$ cat src/include/eus_defs.vh
// constants of the e-paper update sequencer: offsets, fields, reset values, timing
`ifndef EUS_DEFS_VH
`define EUS_DEFS_VH

// ==================================================================
// register byte offsets on the apb
// ==================================================================
`define EUS_OFS_CTRL      8'h00
`define EUS_OFS_STATUS    8'h04
`define EUS_OFS_UPDSEL    8'h08
`define EUS_OFS_ENTRY     8'h0C
`define EUS_OFS_XADDR     8'h10
`define EUS_OFS_YADDR     8'h14

// ==================================================================
// field positions
// ==================================================================
`define EUS_CTRL_ACTIVATE 0
`define EUS_CTRL_CLR_OVF  1
`define EUS_ST_BUSY       0
`define EUS_ST_OVF        1
`define EUS_ST_WRMODE     2
`define EUS_ST_CLOCK      3
`define EUS_ST_ANALOG     4
`define EUS_SEL_WAVE_SET  3

// ==================================================================
// command codes and reset values
// ==================================================================
`define EUS_CMD_UPDSEL    8'h22
`define EUS_CMD_WRITE_BW  8'h24
`define EUS_RST_UPDSEL    8'hFF
`define EUS_RST_ENTRY     3'h3

// ==================================================================
// plane geometry and stage timing
// ==================================================================
`define EUS_X_LAST        8'h18
`define EUS_Y_LAST        9'h0C7
`define EUS_CLK_NS        4
`define EUS_TEMP_NS       400
`define EUS_WAVE_NS       800
`define EUS_DRIVE_NS      4000
`define EUS_TEMP_CYC      ((`EUS_TEMP_NS + `EUS_CLK_NS - 1) / `EUS_CLK_NS)
`define EUS_WAVE_CYC      ((`EUS_WAVE_NS + `EUS_CLK_NS - 1) / `EUS_CLK_NS)
`define EUS_DRIVE_CYC     ((`EUS_DRIVE_NS + `EUS_CLK_NS - 1) / `EUS_CLK_NS)

`endif

$ cat src/logic/eus_fifo.v
// small synchronous fifo with valid/ready on both sides
`timescale 1ns/1ps
module eus_fifo #(
    parameter W     = 9,
    parameter DEPTH = 8,
    parameter AW    = 3
) (
    // clock and reset
    input  wire         pclk,
    input  wire         presetn,
    // fill side
    input  wire         in_valid,
    output wire         in_ready,
    input  wire [W-1:0] in_data,
    // drain side
    output wire         out_valid,
    input  wire         out_ready,
    output wire [W-1:0] out_data
);
    // ==============================================================
    // storage and pointers
    // ==============================================================
    reg [W-1:0] mem [0:DEPTH-1];  // word storage
    reg [AW-1:0] wr_ptr;          // next slot to fill
    reg [AW-1:0] rd_ptr;          // next slot to drain
    reg [AW:0]   count;           // words held, one bit wider so full is honest
    wire push = in_valid & in_ready;
    wire pop  = out_valid & out_ready;

    assign in_ready  = (count != DEPTH[AW:0]);
    assign out_valid = (count != {(AW+1){1'b0}});
    assign out_data  = mem[rd_ptr];

    // pointer wrap, depth need not be a power of two
    function [AW-1:0] eus_inc;
        input [AW-1:0] p;
        begin
            eus_inc = (p == DEPTH[AW-1:0] - 1'b1) ? {AW{1'b0}} : p + 1'b1;
        end
    endfunction

    // ==============================================================
    // data array, no reset needed on storage
    // ==============================================================
    always @(posedge pclk) begin
        if (push) begin
            mem[wr_ptr] <= in_data;
        end
    end

    // ==============================================================
    // pointers and fill count
    // ==============================================================
    always @(posedge pclk or negedge presetn) begin
        if (!presetn) begin
            wr_ptr <= {AW{1'b0}};
            rd_ptr <= {AW{1'b0}};
            count  <= {(AW+1){1'b0}};
        end else begin
            if (push) begin
                wr_ptr <= eus_inc(wr_ptr);
            end
            if (pop) begin
                rd_ptr <= eus_inc(rd_ptr);
            end
            // simultaneous push and pop leaves the count alone
            if (push & ~pop) begin
                count <= count + 1'b1;
            end else if (pop & ~push) begin
                count <= count - 1'b1;
            end
        end
    end
endmodule // eus_fifo

$ cat src/logic/eus_sequencer.v
// serial command port, stage sequencer and image plane write stepping
//
// The APB register port and the placing of the registers were decided locally.
`timescale 1ns/1ps
`include "eus_defs.vh"
module eus_sequencer #(
    parameter        FIFO_DEPTH = 8,
    parameter [15:0] TEMP_CYC   = `EUS_TEMP_CYC,
    parameter [15:0] WAVE_CYC   = `EUS_WAVE_CYC,
    parameter [15:0] DRIVE_CYC  = `EUS_DRIVE_CYC
) (
    // clock and reset
    input  wire        pclk,
    input  wire        presetn,
    // apb slave
    input  wire        psel,
    input  wire        penable,
    input  wire        pwrite,
    input  wire [7:0]  paddr,
    input  wire [31:0] pwdata,
    output reg  [31:0] prdata,
    output reg         pready,
    output reg         pslverr,
    // serial command port from the host
    input  wire        spi_cs_n,
    input  wire        spi_sclk,
    input  wire        spi_sdin,
    input  wire        spi_dc,
    // stage controls toward the panel
    output reg         busy,
    output reg         clock_on,
    output reg         analog_on,
    output reg         temp_load,
    output reg         waveform_table_load,
    output reg         waveform_set_two,
    output reg         display_drive,
    // black_white_plane write port
    output reg         plane_we,
    output reg  [7:0]  plane_x,
    output reg  [8:0]  plane_y,
    output reg  [7:0]  plane_data
);
    // ==============================================================
    // declarations
    // ==============================================================
    localparam ST_IDLE = 2'h0;     // waiting for activation
    localparam ST_PICK = 2'h1;     // look at the next stage bit
    localparam ST_HOLD = 2'h2;     // stage in progress
    reg  [2:0]  cs_sync;           // chip select synchroniser and history
    reg  [2:0]  sclk_sync;         // serial clock synchroniser and history
    reg  [1:0]  sdin_sync;         // serial data synchroniser
    reg  [1:0]  dc_sync;           // data/command synchroniser
    reg  [6:0]  shift;             // bits gathered so far
    reg  [2:0]  bit_cnt;           // bits of current byte
    reg         rx_valid;          // one assembled byte for the fifo
    reg  [8:0]  rx_word;           // {dc, byte}
    reg         overflow;          // sticky: a byte found the fifo full
    reg  [7:0]  update_sel;        // stage selection byte
    reg  [2:0]  entry_mode;        // {address_update_axis, address_step_direction}
    reg  [7:0]  x_ptr;             // column byte pointer
    reg  [8:0]  y_ptr;             // row pointer
    reg         write_mode;        // streaming into black_white_plane
    reg         expect_sel;        // next data byte is the stage selection
    reg         act_req;           // one-cycle activation from software
    reg  [1:0]  seq_state;         // sequencer state
    reg  [2:0]  stage_idx;         // stage index, 0 looks at bit 7
    reg  [7:0]  run_sel;           // selection latched at activation
    reg  [15:0] wait_cnt;          // cycles left in the current stage
    wire        fifo_in_ready;     // room for a received byte
    wire        fifo_out_valid;    // a byte waits for the interpreter
    wire [8:0]  fifo_out_data;     // {dc, byte} at the head
    wire        cmd_ready;         // interpreter takes bytes while idle
    wire        cmd_take;          // a byte is consumed this cycle
    wire        sclk_rise;         // rising edge of the serial clock
    wire        apb_setup;         // setup phase of an apb transfer
    wire        apb_wr;            // write takes effect at this edge
    wire        stage_bit;         // selection bit of the current stage
    wire        last_stage;        // index at bit 0
    wire        x_inc;             // column steps up
    wire        y_inc;             // row steps up
    wire [8:0]  x_step;            // column after one step
    wire [8:0]  y_step;            // row after one step
    wire        x_wrap;            // column passed its end
    wire        y_wrap;            // row passed its end

    // ==============================================================
    // helper functions
    // ==============================================================
    // one step of a pointer with wrap at either end
    function [8:0] eus_step;
        input [8:0] val;
        input       up;
        input [8:0] last;
        begin
            if (up) begin
                eus_step = (val >= last) ? 9'h000 : val + 9'h001;
            end else begin
                eus_step = (val == 9'h000) ? last : val - 9'h001;
            end
        end
    endfunction

    // true when the step above wrapped
    function eus_wraps;
        input [8:0] val;
        input       up;
        input [8:0] last;
        begin
            eus_wraps = up ? (val >= last) : (val == 9'h000);
        end
    endfunction

    // true for the offsets that hold a register
    function eus_mapped;
        input [7:0] a;
        begin
            eus_mapped = (a == `EUS_OFS_CTRL) | (a == `EUS_OFS_STATUS) | (a == `EUS_OFS_UPDSEL) |
                         (a == `EUS_OFS_ENTRY) | (a == `EUS_OFS_XADDR) | (a == `EUS_OFS_YADDR);
        end
    endfunction

    assign sclk_rise  = sclk_sync[1] & ~sclk_sync[2];
    assign apb_setup  = psel & ~penable;
    assign apb_wr     = psel & penable & pready & pwrite & ~pslverr;
    assign cmd_ready  = (seq_state == ST_IDLE) & ~act_req;
    assign cmd_take   = fifo_out_valid & cmd_ready;
    assign stage_bit  = run_sel[3'h7 - stage_idx];
    assign last_stage = (stage_idx == 3'h7);
    assign x_inc      = entry_mode[0] | entry_mode[1];
    assign y_inc      = entry_mode[1];
    assign x_step     = eus_step({1'b0, x_ptr}, x_inc, {1'b0, `EUS_X_LAST});
    assign y_step     = eus_step(y_ptr, y_inc, `EUS_Y_LAST);
    assign x_wrap     = eus_wraps({1'b0, x_ptr}, x_inc, {1'b0, `EUS_X_LAST});
    assign y_wrap     = eus_wraps(y_ptr, y_inc, `EUS_Y_LAST);

    // ==============================================================
    // serial port: synchronise pins, assemble bytes msb first
    // ==============================================================
    // only the second and later stages feed logic, the first may be metastable
    always @(posedge pclk or negedge presetn) begin
        if (!presetn) begin
            cs_sync   <= 3'h7;
            sclk_sync <= 3'h0;
            sdin_sync <= 2'h0;
            dc_sync   <= 2'h0;
            shift     <= 7'h00;
            bit_cnt   <= 3'h0;
            rx_valid  <= 1'b0;
            rx_word   <= 9'h000;
        end else begin
            cs_sync   <= {cs_sync[1:0], spi_cs_n};
            sclk_sync <= {sclk_sync[1:0], spi_sclk};
            sdin_sync <= {sdin_sync[0], spi_sdin};
            dc_sync   <= {dc_sync[0], spi_dc};
            rx_valid  <= 1'b0;
            if (cs_sync[1]) begin
                // deselect drops a partial byte
                bit_cnt <= 3'h0;
            end else if (sclk_rise) begin
                bit_cnt <= bit_cnt + 3'h1;
                shift   <= {shift[5:0], sdin_sync[1]};
                if (bit_cnt == 3'h7) begin
                    // dc low marks a command, high a parameter or pixel byte
                    rx_word  <= {dc_sync[1], shift, sdin_sync[1]};
                    rx_valid <= 1'b1;
                end
            end
        end
    end

    // ==============================================================
    // byte buffer between the serial side and the interpreter
    // ==============================================================
    // the interpreter stalls while a sequence runs, so the fifo really fills
    eus_fifo #(
        .W     (9),
        .DEPTH (FIFO_DEPTH),
        .AW    (3)
    ) u_fifo (
        .pclk      (pclk),
        .presetn   (presetn),
        .in_valid  (rx_valid),
        .in_ready  (fifo_in_ready),
        .in_data   (rx_word),
        .out_valid (fifo_out_valid),
        .out_ready (cmd_ready),
        .out_data  (fifo_out_data)
    );

    // ==============================================================
    // apb slave: zero wait states, registered answer
    // ==============================================================
    // read data and error are prepared in setup, so the access phase ends at once
    always @(posedge pclk or negedge presetn) begin
        if (!presetn) begin
            pready  <= 1'b0;
            pslverr <= 1'b0;
            prdata  <= 32'h00000000;
            act_req <= 1'b0;
        end else begin
            pready  <= apb_setup;
            pslverr <= apb_setup & ~eus_mapped(paddr);
            act_req <= apb_wr & (paddr == `EUS_OFS_CTRL) & pwdata[`EUS_CTRL_ACTIVATE] &
                       (seq_state == ST_IDLE) & ~act_req;
            if (apb_setup) begin
                case (paddr)
                    `EUS_OFS_STATUS: prdata <= {27'h0000000, analog_on, clock_on, write_mode, overflow, busy};
                    `EUS_OFS_UPDSEL: prdata <= {24'h000000, update_sel};
                    `EUS_OFS_ENTRY:  prdata <= {29'h00000000, entry_mode};
                    `EUS_OFS_XADDR:  prdata <= {24'h000000, x_ptr};
                    `EUS_OFS_YADDR:  prdata <= {23'h000000, y_ptr};
                    default:         prdata <= 32'h00000000;
                endcase
            end
        end
    end

    // ==============================================================
    // command interpreter and plane writes
    // ==============================================================
    always @(posedge pclk or negedge presetn) begin
        if (!presetn) begin
            update_sel <= `EUS_RST_UPDSEL;
            entry_mode <= `EUS_RST_ENTRY;
            x_ptr      <= 8'h00;
            y_ptr      <= 9'h000;
            write_mode <= 1'b0;
            expect_sel <= 1'b0;
            overflow   <= 1'b0;
            plane_we   <= 1'b0;
            plane_x    <= 8'h00;
            plane_y    <= 9'h000;
            plane_data <= 8'h00;
        end else begin
            plane_we <= 1'b0;
            // a lost byte sets the flag even in the cycle software clears it
            if (rx_valid & ~fifo_in_ready) begin
                overflow <= 1'b1;
            end else if (apb_wr & (paddr == `EUS_OFS_CTRL) & pwdata[`EUS_CTRL_CLR_OVF]) begin
                overflow <= 1'b0;
            end
            if (cmd_take & ~fifo_out_data[8]) begin
                // any command byte ends streaming and starts its own decode
                write_mode <= (fifo_out_data[7:0] == `EUS_CMD_WRITE_BW);
                expect_sel <= (fifo_out_data[7:0] == `EUS_CMD_UPDSEL);
            end else if (cmd_take & expect_sel) begin
                update_sel <= fifo_out_data[7:0];
                expect_sel <= 1'b0;
            end else if (cmd_take & write_mode) begin
                // bytes are stored as sent: 1 white, 0 black
                plane_we   <= 1'b1;
                plane_x    <= x_ptr;
                plane_y    <= y_ptr;
                plane_data <= fifo_out_data[7:0];
                if (!entry_mode[2]) begin
                    // x first, y steps when x wraps
                    x_ptr <= x_step[7:0];
                    if (x_wrap) begin
                        y_ptr <= y_step;
                    end
                end else begin
                    // y first, x steps when y wraps
                    y_ptr <= y_step;
                    if (y_wrap) begin
                        x_ptr <= x_step[7:0];
                    end
                end
            end
            // software setup; the interpreter only runs on fifo bytes while idle
            if (apb_wr) begin
                case (paddr)
                    `EUS_OFS_UPDSEL: update_sel <= pwdata[7:0];
                    `EUS_OFS_ENTRY:  entry_mode <= pwdata[2:0];
                    `EUS_OFS_XADDR:  x_ptr      <= pwdata[7:0];
                    `EUS_OFS_YADDR:  y_ptr      <= pwdata[8:0];
                    default:         ;
                endcase
            end
        end
    end

    // ==============================================================
    // stage sequencer: walks bits 7 down to 0 of the selection
    // ==============================================================
    // bit3 is no stage of its own, it only picks the waveform set
    always @(posedge pclk or negedge presetn) begin
        if (!presetn) begin
            seq_state           <= ST_IDLE;
            stage_idx           <= 3'h0;
            run_sel             <= 8'h00;
            wait_cnt            <= 16'h0000;
            busy                <= 1'b0;
            clock_on            <= 1'b0;
            analog_on           <= 1'b0;
            temp_load           <= 1'b0;
            waveform_table_load <= 1'b0;
            waveform_set_two    <= 1'b0;
            display_drive       <= 1'b0;
        end else begin
            case (seq_state)
                ST_IDLE: begin
                    if (act_req) begin
                        run_sel          <= update_sel;
                        waveform_set_two <= update_sel[`EUS_SEL_WAVE_SET];
                        stage_idx        <= 3'h0;
                        busy             <= 1'b1;
                        seq_state        <= ST_PICK;
                    end
                end
                ST_PICK: begin
                    // start the stage if selected, else skip in one cycle
                    wait_cnt <= 16'h0001;
                    if (stage_bit) begin
                        seq_state <= ST_HOLD;
                        case (stage_idx)
                            3'h0: clock_on <= 1'b1;
                            3'h1: analog_on <= 1'b1;
                            3'h2: begin
                                temp_load <= 1'b1;
                                wait_cnt  <= TEMP_CYC;
                            end
                            3'h3: begin
                                waveform_table_load <= 1'b1;
                                wait_cnt            <= WAVE_CYC;
                            end
                            3'h5: begin
                                display_drive <= 1'b1;
                                wait_cnt      <= DRIVE_CYC;
                            end
                            3'h6: analog_on <= 1'b0;
                            3'h7: clock_on <= 1'b0;
                            default: seq_state <= ST_PICK;
                        endcase
                        if (stage_idx == 3'h4) begin
                            stage_idx <= stage_idx + 3'h1;
                        end
                    end else if (last_stage) begin
                        busy      <= 1'b0;
                        seq_state <= ST_IDLE;
                    end else begin
                        stage_idx <= stage_idx + 3'h1;
                    end
                end
                ST_HOLD: begin
                    if (wait_cnt > 16'h0001) begin
                        wait_cnt <= wait_cnt - 16'h0001;
                    end else begin
                        temp_load           <= 1'b0;
                        waveform_table_load <= 1'b0;
                        display_drive       <= 1'b0;
                        if (last_stage) begin
                            busy      <= 1'b0;
                            seq_state <= ST_IDLE;
                        end else begin
                            stage_idx <= stage_idx + 3'h1;
                            seq_state <= ST_PICK;
                        end
                    end
                end
                default: seq_state <= ST_IDLE;
            endcase
        end
    end
endmodule // eus_sequencer

$ cat config.mk
export PLATFORM = sky130hd
export DESIGN_NAME = eus_sequencer
export DESIGN_NICKNAME = d
export VERILOG_FILES = /design/src/logic/eus_fifo.v /design/src/logic/eus_sequencer.v
export VERILOG_INCLUDE_DIRS = /design/src /design/src/include
export SDC_FILE = /design/constraint.sdc
export NUM_CORES = 1
export LEC_CHECK = 0
export BUFFER_PORTS_ARGS = -buffer_cell sky130_fd_sc_hd__buf_2
export CELL_PAD_IN_SITES_DETAIL_PLACEMENT = 1
export CELL_PAD_IN_SITES_GLOBAL_PLACEMENT = 1
export CORE_AREA = 5 5 188 190
export DETAILED_ROUTE_END_ITERATION = 16
export DIE_AREA = 0 0 193 195
export GPL_ROUTABILITY_DRIVEN = 0
export PLACE_DENSITY_LB_ADDON = 0.1
export SYNTH_ARGS = -nofsm -noshare
export SYNTH_HDL_FRONTEND = slang
export SYNTH_HIERARCHICAL = 1
export SYNTH_SLANG_ARGS = --single-unit
export TNS_END_PERCENT = 100
$ cat constraint.sdc
create_clock -name pclk -period 3.6 [get_ports pclk]
set_input_delay 0.72 -clock pclk [delete_from_list [all_inputs] [get_ports pclk]]
set_output_delay 0.72 -clock pclk [all_outputs]
set_load 0.01 [all_outputs]
Yosys cells after proc, flatten, opt, wreduce, memory -nomap -nowiden
Memory sizes are Yosys's and may differ from the RTL's. Cells that the tools add are included.

Add/subtract/negate cells: 12. Magnitude comparators: 4. Eq/ne operators: 30. Muxes and demuxes: 81. Bitwise logic cells: 39. Reductions and logical operators: 29.

Operator list (number): $mux W8 (14); $mux W9 (10); $pmux W9 S5 (1); $pmux W16 S2 (1); $pmux W10 S3 (1); $mux W1 (27); $mux W3 (9); $and A1 B1 Y1 (21); $eq A3 B3 Y1 const B (7); $reduce_and A4 Y1 (5); $eq A8 B4 Y1 const B (2); $eq A8 B5 Y1 const B (2); $eq A8 B6 Y1 const B (2); $gt A16 B1 Y1 const B (1); $logic_not A8 Y1 (2); $mux W16 (1); $sub A16 B1 Y16 const B (1); $reduce_and A3 Y1 (5); $reduce_bool A2 Y1 (7); $add A3 B1 Y3 const B (4); $not A1 Y1 (12); $mux W10 (1); $mux W2 (5); $ne A2 B2 Y1 const B (5); 32 further kinds (49).

Flip-flop bits (word level): 167. RAM bits: 72. Bits of input ports: 49. Output and inout bits: 67. Logic and storage cells: 233. Memories kept: 1.

Memory list: u_fifo.mem (depth 8, width 9, read ports 1, clocked after Yosys merged registers in 0, write ports 1, line eus_fifo.v:23) `reg [W-1:0] mem [0:DEPTH-1];`.

Logic depth before layout (Yosys ltp)
Gate-level depths: netlist of the first run.

Word-level depth: 10. Mapped depth: 12. Gate-level depth less buffers: 10.

Cells and area by module
The synthesis of the first run kept the hierarchy.

Modules (own cells, without submodules): eus_sequencer (instances 1, cells an instance 735, area each 7433.4 µm², seq. area each 3343.2 µm²); eus_fifo (instances 1, cells an instance 168, area each 3460.8 µm², seq. area each 2412.3 µm²).

Worst setup path before layout of the first run
OpenSTA, ideal clock, no wires.

Path kind: register -> register. From: register u_fifo.count[0]. To: register u_fifo.count[3]. Setup time: 0.131 ns. Arrival: 2.484 ns. Data required time: 3.469 ns. Setup slack: 0.985 ns. Stages on the path, launching flop included: 10. Path buffers: 0. Period minus slack after synthesis: 2.615 ns. Cell sequence: dfrtp_1 -> or4b_4 -> nand2_4 -> inv_1 -> ha_1 -> inv_1 -> ha_1 -> or4_1 -> o211ai_1 -> o211ai_1.

Word-level cells in the longest chain between the ends: 5. Elaborated cells on any way between the ends: 13. Classes of those cells: 2 x add/sub; 1 x eq/ne; 2 x mux; 6 x bitwise; 2 x reduce/logical.

RTL lines: from (decl) (line eus_fifo.v:26) `reg [AW:0] count;`; from (signal assigned) (line eus_fifo.v:58) `count <= {(AW+1){1'b0}};`; from (signal assigned) (line eus_fifo.v:68) `count <= count + 1'b1;`; from (signal assigned) (line eus_fifo.v:70) `count <= count - 1'b1;`; $ne A4 B4 Y1 (*) (line eus_fifo.v:30) `assign in_ready = (count != DEPTH[AW:0]);`; net fifo_in_ready (line eus_sequencer.v:69) `wire fifo_in_ready;`; $and A1 B1 Y1 (*) (line eus_fifo.v:27) `wire push = in_valid & in_ready;`; net u_fifo.push (line eus_fifo.v:27); $not A1 Y1 (line eus_fifo.v:69) `end else if (pop & ~push) begin`; $and A1 B1 Y1 (line eus_fifo.v:69); $reduce_bool A2 Y1 (no source line).

The timed path passes the listed nets; every way through them passes the cells marked *. The select of a mux whose other input is x is not followed. A chain may end at the register's enable or synchronous reset.

Worst setup path after layout of the first run
Ends and elaborated chain as after synthesis.

==> impl_results.md, run 1 <==
- Status: complete, no violations
- Worst Path Max Fanout: 8
- Core Util, Final: 0.377
- Rows: 67
- Final setup margin: 0.734 ns
- Initial antenna violation count: 0
- CTS resizes: 0
- Clock insertion delay at the later pin of the skew report: 0.54 ns
- Diodes inserted: 0
- RSZ-0062 raised after global routing: false
- DRC Markers: 0
- Initial core utilization: 0.327
- Fraction of registers with async set or reset after synthesis: 0.665
- Die Width: 193 um
- Largest area contributor in the netlist: dfrtp_1
- Starting DRT DRC Count: 346
- Die area: 0.0376 mm^2
- YS warnings: 6
- CTS tree: built
- PortBufs: 69
- Number of enable flip-flop cells after synthesis: 72
- Vias in the first global route: 7685
- Setup WS pre-CTS: 0.674 ns
- DRT antenna net count: 0
- Largest cells by area after synthesis: dfrtp_1, edfxtp_1, mux2_2
- Vias per inst: 5.20
- Largest net degree at the start of global routing: 57
- Core outline area: 0.0333 mm^2
- Setup CP Type: reg -> reg
- CTS Buf Count: 26
- Crit. End Element: flip-flop
- Worst path arrival time: 3.28 ns
- Number of max-slew violations in the final report: 0
- Post-route clock period utilization: 0.796
- Syn-to-layout area delta: 15.3%
- Post-CTS Setup Inserts: 0
- Worst Hold Class: in -> async
- Worst slew pin tran: 1.08 ns
- Clock Tree Buf Depth: 3
- Mapped Area: 0.0109 mm^2
- Peak VDD IR: 0.403 mV
- Overflow after GRT: 0
- # clock sinks: 215
- Syn_area_per_cell: 12.1 um^2
- Clock Skews: 0.00596 ns
- Die height: 195 um
- Setup TNS: 0 ns
- Total GRT Usage: 0.155
- Commonest non-fill, non-tap cell in the layout: dfrtp_1
- Leakage: 5.07 nW
- Synth cell types: 86
- Post-Route WL: 29300 um
- Startpoint Class: flip-flop
- Sequential fraction of the synthesis area: 0.528
- MaxCap Viol Count: 0
- Post-route minimum period: 2.87 ns
- Layout cell share with drive strength beyond 1: 0.244
- Endpoints failing setup: 0
- Clock root buffer master: clkbuf_16
- CP Data Required Time: 4.01 ns
- Synth Flop Type: dfrtp_1
- Drt first pass iters: 5
- Clk pin slew, worst setup/hold paths: 0.06 ns
- Pwr Density: 558 mW/mm^2
- Worst hold slack: 0.170 ns
- Slew margin rel.: 0.268
- Total Nets Final: 1043
- H-tree depth: 1
- IO Pins: 116
- Max Fclk: 0.349 GHz
- Final Hold Fails: 0
- Syn Inst Count: 903
- Routed length per instance: 20.5 um
- Commonest non-fill, non-tap cells in the layout: dfrtp_1, edfxtp_1, buf_2
- Area share of the largest cell type after synthesis: 0.301
- Via Count: 7457
- FF+latch count, synth: 215
- DP Wirelength: 20700 um
- Hold_buf cts: 0
- First-pass GRT wire length: 46500 um
[Yosys cell counts (5+ instances only)]
| master | instances |
|---|---|
| o21ai_1 | 10 |
| or3_1 | 12 |
| nor3_1 | 14 |
| nor2b_1 | 9 |
| clkbuf_1 | 31 |
| nand2_1 | 45 |
| a222oi_1 | 5 |
| o21ai_0 | 44 |
| o31ai_1 | 6 |
| edfxtp_1 | 72 |
| mux2i_1 | 19 |
| a31oi_1 | 16 |
| dfrtp_1 | 131 |
| a21oi_1 | 36 |
| buf_4 | 23 |
| and3_1 | 10 |
| nor4_1 | 9 |
| o22ai_1 | 7 |
| nand2b_1 | 14 |
| o211ai_1 | 7 |
| mux4_1 | 17 |
| inv_1 | 33 |
| nand4_1 | 7 |
| dfstp_2 | 12 |
| mux2_2 | 67 |
| o221ai_1 | 6 |
| nand3_1 | 20 |
| xor2_1 | 6 |
| and2_1 | 6 |
| buf_2 | 8 |
| buf_6 | 5 |
| nor2_1 | 62 |
| ha_1 | 27 |
[path summary, 6_finish.rpt]
check / startpoint / end / slack [ns] / cells after the start
setup / recovery: u_fifo/count[0] / u_fifo/count[3] / 0.73 / 9
hold / removal: presetn / wait_cnt[6] / 0.17 / 1
setup reg to reg: u_fifo/count[0] / u_fifo/count[3] / 0.73 / 9
hold reg to reg: sclk_sync[0] / sclk_sync[1] / 0.35 / 0
max in group asynchronous: presetn / rx_word[5] / 2.64 / 2
min in group pclk: spi_cs_n / cs_sync[0] / 0.28 / 1
[metrics by stage]
| step | std cells | power, mW | area, um^2 |
|---|---|---|---|
| floorplan | 925 | 3.90 | 11000 |
| global placement | 1386 | 4.28 | 11600 |
| detailed placement | 1386 | 4.31 | 11600 |
| CTS | 1434 | 7.14 | 12600 |
| global route | 1434 | 7.41 | 12600 |
| finish | 1434 | 7.01 | 12600 |
[cell type report]
class	instances	area [um^2]
Tap cell	448	561
Multi-Input combinational cell	605	4720
Clock buffer	36	748
Fill cell	3601	20700
Sequential cell	215	5760
Inverter	35	131
Clock inverter	12	174
Timing Repair Buffer	83	469
[sequential cells by signal, summed over array words and instances, names as in the netlist, 8 cells and up]
signal      cells
wait_cnt       16
rx_word         9
x_ptr           8
plane_y         9
plane_x         8
y_ptr           9
update_sel      8
u_fifo/mem     72
run_sel         8
prdata          9
plane_data      8
[power breakdown]
group	internal (mW)	switching (mW)
Clock	1.74	1.04
Sequential	2.67	0.220
Combinational	0.590	0.757
[per-layer routing]
metal | vias up | GRT usage | share of wire
li1 | 3491 | - | -
met1 | 3782 | 0.224 | 0.47
met2 | 139 | 0.251 | 0.47
met3 | 45 | 0.0198 | 0.038
met4 | 0 | 0.0365 | 0.023
met5 | - | 0 | 0
[worst max-delay path, cell delays in order, from the launching register on]
cell	delay [ns]
dfrtp_1	0.46
or4b_4	0.59
nand2_4	0.17
inv_1	0.06
ha_1	0.26
inv_1	0.16
ha_1	0.32
or4_1	0.52
o211ai_1	0.10
o211ai_1	0.09
[cells by family after synthesis]
logic type | synth area share
flip-flops | 0.528
multiplexers | 0.140
other | 0.000344
XOR/XNOR | 0.00804
AND/OR/NAND/NOR | 0.127
AO/OA/AOI/OAI | 0.115
adder cells (fa/ha/maj) | 0.0328
buffers and inverters | 0.0485
Power figures use the tool's default switching activity.
==> run 2, diff against run 1 <==
--- a/config.mk
+++ b/config.mk
@@ -6,12 +6,13 @@
 export SDC_FILE = /design/constraint.sdc
 export NUM_CORES = 1
 export LEC_CHECK = 0
+export ABC_AREA = 1
 export BUFFER_PORTS_ARGS = -buffer_cell sky130_fd_sc_hd__buf_2
 export CELL_PAD_IN_SITES_DETAIL_PLACEMENT = 1
 export CELL_PAD_IN_SITES_GLOBAL_PLACEMENT = 1
-export CORE_AREA = 5 5 188 190
+export CORE_AREA = 5 5 189 191
 export DETAILED_ROUTE_END_ITERATION = 16
-export DIE_AREA = 0 0 193 195
+export DIE_AREA = 0 0 194 196
 export GPL_ROUTABILITY_DRIVEN = 0
 export PLACE_DENSITY_LB_ADDON = 0.1
 export SYNTH_ARGS = -nofsm -noshare
==> constraint.sdc (replaced) <==
create_clock -name pclk -period 2.8 [get_ports pclk]
set_input_delay 0.56 -clock pclk [delete_from_list [all_inputs] [get_ports pclk]]
set_output_delay 0.56 -clock pclk [all_outputs]
set_load 0.01 [all_outputs]
==> impl_results.md, run 2 <==
- Worst Hold Endpoint: cs_sync[0]
- Slew margin rel.: 0.584 (was 0.268)
- Mapped Area: 0.0109 mm^2 (about the same)
- Largest registers: u_fifo/mem x72, wait_cnt x16 (unchanged)
- Commonest non-fill, non-tap cells in the layout: nand2_1, dfrtp_1, inv_1, nor2_1, edfxtp_1 (was dfrtp_1, edfxtp_1, buf_2)
- Power share of the combinational group: 0.284 (was 0.192)
- IO Pins: 116 (unchanged)
- Overflow after GRT: 0 (unchanged)
- First-pass GRT wire length: 49700 um (was 46500 um)
- Peak VDD IR: 0.522 mV (was 0.403 mV)
- DP Wirelength: 22300 um (was 20700 um)
- RR Endpoint: x_ptr[5] (was u_fifo/count[3])
- Total Nets Final: 1430 (was 1043)
- Crit Reg-Reg Startpoint: u_fifo/rd_ptr[0] (was u_fifo/count[0])
- Worst Path Max Fanout: 17 (was 8)
- Die Width: 194 um (was 193 um)
- Synth Flop Type: dfrtp_1 (unchanged)
- Met2 WL: 13800 um (about the same)
- WHS Path Cells: 1
- CTS Buf Count: 27 (was 26)
- Clock root buffer master: clkbuf_16 (unchanged)
- CP Cell Sequence: inv_2 -> nand2_1 -> nand2_1 -> nand2_1 -> o21ai_1 -> nand2_1 -> nand2_1 -> inv_1 -> nor2_1 -> nand2_1 -> nor2_8 -> inv_2 -> o21ai_0 -> a21oi_1 -> nand2_1 -> nand2_1 (was or4b_4 -> nand2_4 -> inv_1 -> ha_1 -> inv_1 -> ha_1 -> or4_1 -> o211ai_1 -> o211ai_1)
- Number of max-slew violations in the final report: 0 (unchanged)
- Clock network fraction of total power: 0.338 (was 0.396)
- H-tree depth: 1 (unchanged)
- Die height: 196 um (was 195 um)
- Most common cell in the netlist: nand2_1 (was dfrtp_1)
- Post-route cell area: 0.0127 mm^2 (was 0.0126 mm^2)
- MaxCap Viol Count: 0 (unchanged)
- Drt first pass iters: 4 (was 5)
- Starting DRT DRC Count: 358 (was 346)
- Sequential fraction of the synthesis area: 0.526 (was 0.528)
- Fraction of registers with async set or reset after synthesis: 0.665 (unchanged)
- Max Fclk: 0.406 GHz (was 0.349 GHz)
- YS warnings: 6 (unchanged)
- Post-CTS Setup Inserts: 0 (unchanged)
- # clock sinks: 215 (unchanged)
- Syn Inst Count: 1258 (was 903)
- Vias per inst: 4.68 (was 5.20)
- DRT antenna net count: 0 (unchanged)
- Synth cell types: 52 (was 86)
- CTS tree: built (unchanged)
- Clock Tree Buf Depth: 3 (unchanged)
- Syn-to-layout area delta: 16.4% (was 15.3%)
- Worst path arrival time: 2.90 ns (was 3.28 ns)
- Routed wl met3: 943 um (was 1120 um)
- Largest register FFs: 72 (unchanged)
- Commonest non-fill, non-tap cell in the layout: nand2_1 (was dfrtp_1)
- Via Count: 8561 (was 7457)
- PortBufs: 69 (unchanged)
- Largest net degree at the start of global routing: 44 (was 57)
- Core outline area: 0.0339 mm^2 (was 0.0333 mm^2)
- Worst slew pin tran: 0.620 ns (was 1.08 ns)
- Total GRT Usage: 0.160 (was 0.155)
- Internal power: 6.63 mW (was 4.99 mW)
- Die area: 0.0380 mm^2 (was 0.0376 mm^2)
- Initial core utilization: 0.322 (was 0.327)
- Status: complete, no violations (unchanged)
- Most common library cells after synthesis: nand2_1, dfrtp_1, inv_1, nor2_1, edfxtp_1 (was dfrtp_1, edfxtp_1, mux2_2, nor2_1, nand2_1)
- Post-Route WL: 30800 um (was 29300 um)
- Clk pin slew, worst setup/hold paths: 0.06 ns (about the same)
- DRC Markers: 0 (unchanged)
- Clock Skews: 0.0149 ns (was 0.00596 ns)
- Area share of the largest cell type after synthesis: 0.300 (was 0.301)
- Psw: 3.67 mW (was 2.02 mW)
- Routed length per instance: 16.8 um (was 20.5 um)
- Setup TNS: 0 ns (unchanged)
- Final Hold Fails: 0 (unchanged)
- Startpoint Class: flip-flop (unchanged)
- RSZ-0062 raised after global routing: false (unchanged)
- FF+latch count, synth: 215 (unchanged)
- Largest cells by area after synthesis: dfrtp_1, edfxtp_1, nand2_1 (was dfrtp_1, edfxtp_1, mux2_2)
- CP Data Required Time: 3.24 ns (was 4.01 ns)
- Post-route minimum period: 2.46 ns (was 2.87 ns)
- Clock insertion delay at the later pin of the skew report: 0.54 ns (about the same)
- Endpoints failing setup: 0 (unchanged)
- Largest reg by FF count: u_fifo/mem (unchanged)
- Syn_area_per_cell: 8.69 um^2 (was 12.1 um^2)
- Most common cell on crit path: nand2_1
- Worst hold slack: 0.114 ns (was 0.170 ns)
- Max Used Layer: met4 (unchanged)
- Metal-1 WL: 15400 um (was 13700 um)
- Rows: 68 (was 67)
- Slowest cell on the critical path: dfrtp_1 (was or4b_4)
- Setup CP Type: reg -> reg (unchanged)
- Worst Reg-to-Reg Cells: 16 (was 9)
- Vias in the first global route: 8955 (was 7685)
- Critical path's largest stage delay: 0.49 ns (was 0.59 ns)
- Worst Min Path Start: spi_cs_n
- Placed inst area: 0.0118 mm^2 (was 0.0116 mm^2)
- Largest area contributor in the netlist: dfrtp_1 (unchanged)
- Sw Share: 0.356 (was 0.288)
- Initial antenna violation count: 0 (unchanged)
- Leakage: 5.88 nW (was 5.07 nW)
- CTS resizes: 0 (unchanged)
- Worst Hold Class: in -> reg (was in -> async)
- Pwr Density: 809 mW/mm^2 (was 558 mW/mm^2)
- Crit. End Element: flip-flop (unchanged)
- Layout cell share with drive strength beyond 1: 0.165 (was 0.244)
- Diodes inserted: 0 (unchanged)
- Number of enable flip-flop cells after synthesis: 72 (unchanged)
- Post-route clock period utilization: 0.880 (was 0.796)
- Flop pwr share: 0.378 (was 0.412)
- R2R Setup Slk: 0.34 ns (was 0.73 ns)
[run 2: through the flow]
| step | util | setup slack, ns | power (mW) | instances |
|---|---|---|---|---|
| 3_3_place_gp | 0.348 | 0.372 | 6.85 | 1778 |
| 2_1_floorplan | - | 0.630 | 5.94 | 1280 |
| 3_5_place_dp | 0.348 | 0.322 | 6.92 | 1778 |
| 6_report | 0.375 | 0.337 | 10.3 | 1829 |
| 4_1_cts | 0.375 | 0.307 | 10.5 | 1829 |
| 5_1_grt | 0.375 | 0.0704 | 11.0 | 1829 |
[run 2: what timing repair did]
item                                   4_1_cts  5_1_grt
setup endpoints to repair                    0        0
endpoints found under the hold margin       32        0
hold buffers                                 1        0
[run 2: worst max path at each step]
| stage | start | to | slack, ns | depth (start not counted) |
|---|---|---|---|---|
| after floorplan | seq_state[0] | u_fifo/count[3] | 0.63 | 13 |
| after CTS | u_fifo/rd_ptr[0] | x_ptr[5] | 0.31 | 16 |
| final | u_fifo/rd_ptr[0] | x_ptr[5] | 0.34 | 16 |
| after detailed placement | u_fifo/rd_ptr[0] | x_ptr[5] | 0.32 | 16 |
| after global placement | u_fifo/rd_ptr[0] | x_ptr[5] | 0.37 | 16 |
| after global routing | u_fifo/rd_ptr[0] | x_ptr[5] | 0.07 | 16 |
[run 2: routing by layer]
layer,global-route usage,vias to the layer above
met5,0,-
met2,0.258,110
met3,0.0216,41
li1,-,4260
met4,0.0383,0
met1,0.231,4150
[run 2: critical path: cells and delay by family (launching register included)]
kind | cells | cell delay, ns
buf+inv | 3 | 0.45
flops | 1 | 0.49
simple gates | 10 | 1.02
compound gates | 3 | 0.40
[run 2: cells by family after synthesis]
| group | Yosys count | share of synthesized area |
|---|---|---|
| multiplexers | 9 | 0.00915 |
| adder cells (fa/ha/maj) | 28 | 0.0327 |
| XOR/XNOR | 17 | 0.0136 |
| AO/OA/AOI/OAI | 197 | 0.0976 |
| buffers and inverters | 172 | 0.0762 |
| flip-flops | 215 | 0.526 |
| other | 1 | 0.000343 |
| AND/OR/NAND/NOR | 619 | 0.244 |
[run 2: area by class of cell]
class	instances	area [um^2]
inverter	117	444
tap	455	569
multi-input combinational	893	4430
clock buffer	39	771
fill	4009	21200
clock inverter	11	125
timing repair buffer	99	629
sequential	215	5760
[run 2: power by group through the flow]
| stage | Clock [mW] | Combinational [mW] | Sequential, mW |
|---|---|---|---|
| floorplan | 0 | 2.09 | 3.85 |
| global placement | 0 | 2.90 | 3.95 |
| detailed placement | 0 | 2.97 | 3.95 |
| CTS | 3.62 | 2.99 | 3.90 |
| global route | 3.72 | 3.36 | 3.94 |
| finish | 3.48 | 2.92 | 3.89 |
